===== config.mk =====
export PLATFORM = sky130hd
export DESIGN_NAME = ugtp_guard_prescaler
export DESIGN_NICKNAME = d
export VERILOG_FILES = /design/src/rtl/ugtp_guard_prescaler.v
export VERILOG_INCLUDE_DIRS = /design/src /design/src/inc
export SDC_FILE = /design/constraint.sdc
export NUM_CORES = 1
export LEC_CHECK = 0
export ABC_AREA = 1
export BUFFER_PORTS_ARGS = -buffer_cell sky130_fd_sc_hd__buf_2
export CAP_MARGIN = 5
export CORE_ASPECT_RATIO = 1.1
export CORE_MARGIN = 5
export CORE_UTILIZATION = 40
export DETAILED_ROUTE_END_ITERATION = 16
export PLACE_DENSITY = 0.62
export SLEW_MARGIN = 5
export SYNTH_ARGS = -nofsm -noshare
export SYNTH_HDL_FRONTEND = slang
export SYNTH_SLANG_ARGS = --single-unit

===== constraint.sdc =====
create_clock -name clock -period 2.3 [get_ports clock]
set_clock_uncertainty 0.05 [all_clocks]
set_input_delay 0.115 -clock clock [delete_from_list [all_inputs] [get_ports clock]]
set_output_delay 0.115 -clock clock [all_outputs]
set_load 0.05 [all_outputs]

===== src/inc/ugtp_map.vh =====
// Register map and constants for the guard-time and prescaler block.
// Assumes inclusion by bare name from the design file.
`ifndef UGTP_MAP_VH
`define UGTP_MAP_VH
`define UGTP_OFF_GTPSC   12'h018
`define UGTP_OFF_MODE    12'h01c
`define UGTP_OFF_STATUS  12'h020
`define UGTP_OFF_MASK    12'h024
`define UGTP_RST_GTPSC   16'h0000
`define UGTP_RST_MODE    3'h0
`define UGTP_RST_MASK    2'h0
`define UGTP_DIV_LSB     0
`define UGTP_DIV_MSB     7
`define UGTP_GRD_LSB     8
`define UGTP_GRD_MSB     15
`define UGTP_MODE_INFRARED_ENABLE   0
`define UGTP_MODE_IRLP   1
`define UGTP_MODE_SMARTCARD_ENABLE   2
`define UGTP_ST_TXDONE   0
`define UGTP_ST_BADDIV   1
`endif


===== src/rtl/ugtp_guard_prescaler.v =====
// Guard-time and prescaler block of a serial transceiver, APB slave.
// Assumes a single clock, a baud tick and frame-end pulse from the transmitter core.
// Functional notes
// - Low-power infrared divides by full eight bits.
// - Smartcard divides by twice low five bits.
// - Smartcard delays tx done by guard baud periods.
// - Reduced instances lack divider and guard fields.
// - Low-power select chooses infrared low-power operation.
// - Smartcard divider and guard only when enabled.
// - Infrared enable bit turns infrared function on.
//
// Local design decision: register access over APB.
`timescale 1ns/100ps
`default_nettype none
`include "ugtp_map.vh"

module ugtp_guard_prescaler #(
	parameter FULL_FEATURES = 1
) (
	input  wire        clock,
	input  wire        rst_b,
	input  wire        psel,
	input  wire        penable,
	input  wire        pwrite,
	input  wire [11:0] paddr,
	input  wire [31:0] pwdata,
	output wire        pready,
	output reg  [31:0] prdata,
	output wire        pslverr,
	input  wire        baudTick,
	input  wire        frameEnd,
	output wire        prescaledClk,
	output wire        infraredActive,
	output wire        infraredLowPower,
	output wire        smartcardActive,
	output wire        txDoneFlag,
	output wire        irq
);

	////////////////////////////////////////////////////////////////////
	// Register file
	// Four word registers on the bus, all answered with zero wait states.
	// Read data is captured in the setup cycle, so the access phase only
	// presents a value that already stands in a flip-flop.
	// Unmapped offsets answer with an error and read as zero; writes to
	// them are dropped.
	// Upper sixteen bits of the guard/divider word are reserved and read
	// back as zero.

	reg  [15:0] gtpsc_ff;
	reg  [2:0]  mode_ff;
	reg  [1:0]  status_ff;
	reg  [1:0]  mask_ff;
	wire        acc   = psel & penable;
	wire        wrAcc = acc & pwrite;
	wire        rdAcc = acc & ~pwrite;
	wire        hitG  = (paddr == `UGTP_OFF_GTPSC);
	wire        hitM  = (paddr == `UGTP_OFF_MODE);
	wire        hitS  = (paddr == `UGTP_OFF_STATUS);
	wire        hitK  = (paddr == `UGTP_OFF_MASK);

	assign pready  = 1'b1;
	assign pslverr = acc & ~(hitG | hitM | hitS | hitK);

	wire [7:0] divVal   = gtpsc_ff[`UGTP_DIV_MSB:`UGTP_DIV_LSB];
	wire [7:0] guardVal = gtpsc_ff[`UGTP_GRD_MSB:`UGTP_GRD_LSB];

	assign infraredActive   = mode_ff[`UGTP_MODE_INFRARED_ENABLE];
	assign infraredLowPower = mode_ff[`UGTP_MODE_INFRARED_ENABLE] & mode_ff[`UGTP_MODE_IRLP];
	assign smartcardActive  = mode_ff[`UGTP_MODE_SMARTCARD_ENABLE];

	always @(posedge clock or negedge rst_b) begin
		if (!rst_b) begin
			gtpsc_ff <= `UGTP_RST_GTPSC;
			mode_ff  <= `UGTP_RST_MODE;
			mask_ff  <= `UGTP_RST_MASK;
		end else if (wrAcc) begin
			// Fields stay zero on reduced instances
			if (hitG && FULL_FEATURES != 0)
				gtpsc_ff <= pwdata[15:0];
			if (hitM)
				mode_ff <= pwdata[2:0];
			if (hitK)
				mask_ff <= pwdata[1:0];
		end
	end

	always @(posedge clock or negedge rst_b) begin
		if (!rst_b)
			prdata <= 32'h0000_0000;
		else if (psel && !penable && !pwrite) begin
			prdata <= 32'h0000_0000;
			if (hitG)
				prdata <= {16'h0000, gtpsc_ff};
			if (hitM)
				prdata <= {29'h0000_0000, mode_ff};
			if (hitS)
				prdata <= {30'h0000_0000, status_ff};
			if (hitK)
				prdata <= {30'h0000_0000, mask_ff};
		end
	end

	////////////////////////////////////////////////////////////////////
	// Prescaler: half period count in smartcard, full period count in low-power infrared; smartcard uses low five bits
	// Smartcard wins over infrared when both are enabled, so the wider
	// infrared divider never leaks into a smartcard clock.
	// A divider of one in low-power infrared keeps the output high, which
	// stands for the undivided source clock.
	// Changing the divider mid-period lets the current count run out
	// against the new limit; no glitch-free handover is attempted.

	reg  [7:0] preCnt_ff;
	reg        preClk_ff;
	wire       divRun = (FULL_FEATURES != 0) &
	                    (smartcardActive | infraredLowPower);
	// Smartcard: toggle every CLOCK_DIVIDER_VALUE[4:0] cycles gives divide by 2x
	// Low-power IR: output a one-cycle pulse every CLOCK_DIVIDER_VALUE cycles
	wire [7:0] period = smartcardActive ? {3'h0, divVal[4:0]} : divVal;
	wire       badDiv = divRun & (period == 8'h00);
	wire       wrap   = (preCnt_ff + 8'h01 >= period);

	always @(posedge clock or negedge rst_b) begin
		if (!rst_b) begin
			preCnt_ff <= 8'h00;
			preClk_ff <= 1'b0;
		end else if (!divRun || badDiv) begin
			// Zero divider is reserved: clock held still
			preCnt_ff <= 8'h00;
			preClk_ff <= 1'b0;
		end else if (wrap) begin
			preCnt_ff <= 8'h00;
			preClk_ff <= smartcardActive ? ~preClk_ff : 1'b1;
		end else begin
			preCnt_ff <= preCnt_ff + 8'h01;
			preClk_ff <= smartcardActive ? preClk_ff : 1'b0;
		end
	end
	assign prescaledClk = preClk_ff;

	////////////////////////////////////////////////////////////////////
	// Guard interval before tx done
	// The counter is loaded at frame end and steps on baud ticks only, so
	// the wait is a whole number of baud periods after the frame.
	// A frame end that arrives while waiting is ignored for the guard; the
	// transmitter core is not expected to send during the guard interval.
	// The flag itself is a level, dropped by a frame end unless that frame end needs no guard and sets it again.

	localparam G_IDLE = 1'b0;
	localparam G_WAIT = 1'b1;
	reg       gState_ff;
	reg [7:0] gCnt_ff;
	reg       txDone_ff;
	wire      useGuard = smartcardActive & (FULL_FEATURES != 0);
	reg       doneEvt;

	always @(posedge clock or negedge rst_b) begin
		if (!rst_b) begin
			gState_ff <= G_IDLE;
			gCnt_ff   <= 8'h00;
		end else begin
			case (gState_ff)
			G_IDLE: begin
				if (frameEnd && useGuard && guardVal != 8'h00) begin
					gState_ff <= G_WAIT;
					gCnt_ff   <= guardVal;
				end
			end
			G_WAIT: begin
				if (baudTick && gCnt_ff == 8'h01)
					gState_ff <= G_IDLE;
				if (baudTick)
					gCnt_ff <= gCnt_ff - 8'h01;
			end
			default: gState_ff <= G_IDLE;
			endcase
		end
	end

	always @* begin
		doneEvt = 1'b0;
		if (gState_ff == G_IDLE && frameEnd && (!useGuard || guardVal == 8'h00))
			doneEvt = 1'b1;
		if (gState_ff == G_WAIT && baudTick && gCnt_ff == 8'h01)
			doneEvt = 1'b1;
	end

	always @(posedge clock or negedge rst_b) begin
		if (!rst_b)
			txDone_ff <= 1'b0;
		else if (doneEvt)
			txDone_ff <= 1'b1;
		else if (frameEnd)
			txDone_ff <= 1'b0;
	end
	assign txDoneFlag = txDone_ff;

	////////////////////////////////////////////////////////////////////
	// Sticky status, cleared by reading; a new event wins over the clear
	// Only the bits captured in the setup cycle are cleared: an event that
	// lands between setup and access would otherwise be lost unseen.
	// The interrupt is a plain level so software can poll or take it.

	wire       rdStat = rdAcc & hitS;
	wire [1:0] clrBits = rdStat ? prdata[1:0] : 2'h0;

	always @(posedge clock or negedge rst_b) begin
		if (!rst_b)
			status_ff <= 2'h0;
		else
			status_ff <= (status_ff & ~clrBits) | {badDiv, doneEvt};
	end

	assign irq = |(status_ff & mask_ff);

endmodule // ugtp_guard_prescaler
`default_nettype wire


==> qor.txt <==
Largest net degree at the start of global routing -> 33
Fin crit share -> 94.9%
Remaining DRCs -> 0
Final hold viol count -> 0
Pwr dens -> 538 mW/mm^2
YS warnings -> 0
Nets -> 578
Hold path cells -> 3
CTS max path bufs -> 2
RD Place Congestion -> 0.873
Path depth of the worst reg2reg path -> 12
Pre-CTS WS -> 0.0188 ns
CTS tree -> done
Cell taking the most area after synthesis -> dfrtp_1
Global-route wire length before repair -> 13.4 mm
Layout area overhead -> 24.9%
Hold Path Class -> primary input to flip-flop
Status -> finished, final reports clean
Mapped Cells -> 432
Core Rows -> 35
Critical path fanouts, max -> 5
Placeable Area -> 0.00845 sq mm
Sequential cell area -> 0.00145 sq mm
Final slew viol count -> 0
Detail Route Antenna Nets -> 0
Filler cells -> 836
Yosys cell types -> 33
Fin crit period -> 2.18 ns
Clock Pin Slew Worst Setup and Hold Paths -> 0.07 ns
Synth Area per Inst -> 8.10 sq um
Worst slew pin tran -> 0.609 ns
Reg2Reg Setup Slack -> 0.12 ns
Seq cells post-synth -> 58
CP Class -> flip-flop to flip-flop
Initial antenna violation count -> 0
Via/cell ratio -> 4.72
VDD IR max -> 0.369 mV
Synth top area cells -> dfrtp_1 41%, nand2_1 11%, nand3_1 5.6%
Die Ht -> 108 um
Worst R2R Start -> preCnt_ff[0]
Hold Path Origin -> pwdata[0]
Sink Count -> 58
Fraction of layout cells with a size suffix above 1 -> 30.3%
Die X -> 99.2 um
All-Layer GR Usage -> 15.6%
Root Buffer -> clkbuf_8
Area of the die -> 0.0107 sq mm
Max_slew headroom -> 59.4%
Worst Setup Start Kind -> flip-flop
RSZ-0062 raised after global routing -> yes
DRT Wirelength -> 8.16 mm
P_leak -> 0.00223 uW
Post-DP HPWL -> 6.10 mm
Worst setup EP type -> flip-flop
Drt wl/cell -> 12.9 um
PortBufs -> 57
Final Power -> 2350 uW
Vias in the first global route -> 2845
Top cell type's share of synthesized area -> 41.5%
Fin worst setup slack -> 0.116 ns
Total gr overflow -> 0
H-tree depth -> 3
CTS buffer count -> 9
Reg2reg end -> preCnt_ff[2]
Final setup viols -> 0
Initial DRC count -> 98
Synthesized area -> 0.00350 sq mm
Setup TNS -> 0 ns
Sequential area share after synthesis -> 41.5%
Via count -> 2984
Crit path required time -> 2.45 ns
Worst-Skew Late Latency -> 0.33 ns
Hold Crit Endpoint -> mask_ff[0]
Footprint of the multi-input gates -> 0.00177 sq mm
DR pass1 iterations -> 4
Io pins -> 91
Max-cap violations -> 0
Initial Util -> 41.4%
FMAX -> 0.458 GHz
Ant diodes -> 0
Crit path arrival time -> 2.33 ns
state kept, by name, indices dropped and copies added, names as in the netlist:
name          flops
txDoneFlag        1
status_ff         2
gCnt_ff           8
prdata           16
preCnt_ff         8
prescaledClk      1
mask_ff           2
mode_ff           3
gtpsc_ff         16
gState_ff         1
worst max path at each step:
stage                 startpoint           end  slack, ns  depth (start not counted)
global placement    preCnt_ff[0]  preCnt_ff[1]       0.06                         12
detailed placement  preCnt_ff[0]  preCnt_ff[2]       0.02                         12
global route        preCnt_ff[0]  preCnt_ff[1]      -0.05                         12
finish              preCnt_ff[0]  preCnt_ff[2]       0.12                         12
floorplan           preCnt_ff[0]  prescaledClk       0.20                         13
CTS                 preCnt_ff[0]  preCnt_ff[2]       0.02                         12
synth_stat cells:
cell type	n
nor2_4	3
nor2_8	1
o21ai_0	10
nor2_1	26
nand3_4	3
nand3_1	39
o31ai_2	2
nor3_1	4
a21o_1	1
nand2_1	102
buf_2	3
conb_1	2
xor2_1	6
o21ai_2	5
nor3_2	6
o31ai_1	5
a21oi_1	3
nand2_4	3
inv_4	1
inv_1	49
ha_1	11
buf_4	19
dfrtp_1	58
clkbuf_1	2
nand3_2	1
a21oi_2	7
nor2_2	9
nand4_1	8
o22ai_1	1
o21ai_1	23
nor3b_2	3
buf_6	3
inv_2	13
layout make-up:
class	count	share of cell area, %
Clock buffer	11	3.24
Tap cell	111	3.18
Clock inverter	5	1.78
Sequential cell	58	33.2
Multi-Input combinational cell	299	40.6
Inverter	63	5.47
Timing Repair Buffer	85	12.5
placed cells by master (no fill, tap or decap), types with 4 or more instances in the layout:
cell / synthesis / final
a21oi_2: 7 / 7
buf_2: 3 / 57
nor2_4: 3 / 6
nand3_1: 39 / 36
nor3_2: 6 / 6
inv_1: 49 / 48
ha_1: 11 / 9
clkbuf_8: 0 / 10
inv_2: 13 / 14
dfrtp_1: 58 / 57
o21ai_1: 23 / 23
nand4_1: 8 / 8
o21ai_0: 10 / 10
nand3_4: 3 / 4
nor2_1: 26 / 24
nand2_1: 102 / 99
nor2_2: 9 / 8
o31ai_1: 5 / 5
dlygate4sd3_1: 0 / 15
o21ai_2: 5 / 5
buf_4: 19 / 12
conb_1: 2 / 17
logic make-up (layout without fill, tap and decap cells):
logic type,count (synthesis),in the layout,share of synthesized area [%]
buffers and inverters,90,164,12.5
AOI/OAI and AO/OA,57,57,10.3
DFF,58,58,41.5
xor gates and xnor gates,6,6,1.50
adders and majority gates,11,11,3.93
and+or+nand+nor,208,208,30.0
other,2,17,0.215
layer usage:
metal,vias up,part of all wire [%],global-route usage (%)
li1,1522,-,-
met1,1379,47,20.9
met2,72,46,25.2
met3,11,5.4,3.10
met4,0,1.3,5.27
met5,-,0,0
timing repair:
item                                   CTS  global route
hold buffers                            15             0
endpoints found under the hold margin   37             0
gates resized for setup                  0            22
setup buffers                            1             7
setup endpoints to repair                6             9
pin swaps                                2            10
power by group:
part	switching [uW]	leakage, uW	internal, uW	total [uW]
clock network	401	0.000109	636	1040
logic	178	0.00138	75.7	254
registers	18.9	0.000739	1040	1060
total	599	0.00223	1750	2350
worst max-delay path: stages (launching register included):
cell	delay, ns
dfrtp_1	0.42
ha_4	0.18
nand3_4	0.08
nor2_4	0.13
nand2_2	0.07
xor2_2	0.16
ha_1	0.29
nand2_2	0.07
nor2_4	0.10
nand4_1	0.16
nand3_4	0.18
buf_12	0.13
nor3b_2	0.04
metrics by stage:
stage,util (%),instance area [sq um],instances,hold slack (ns)
detailed placement,45.3,3830,593,0.0908
global route,51.7,4370,632,0.00594
finish,51.7,4370,632,0.0182
CTS,49.8,4210,625,0.00206
global placement,45.3,3830,593,0.0880
floorplan,-,3550,447,-0.231
No activity file was read; power rests on OpenSTA's default activity.
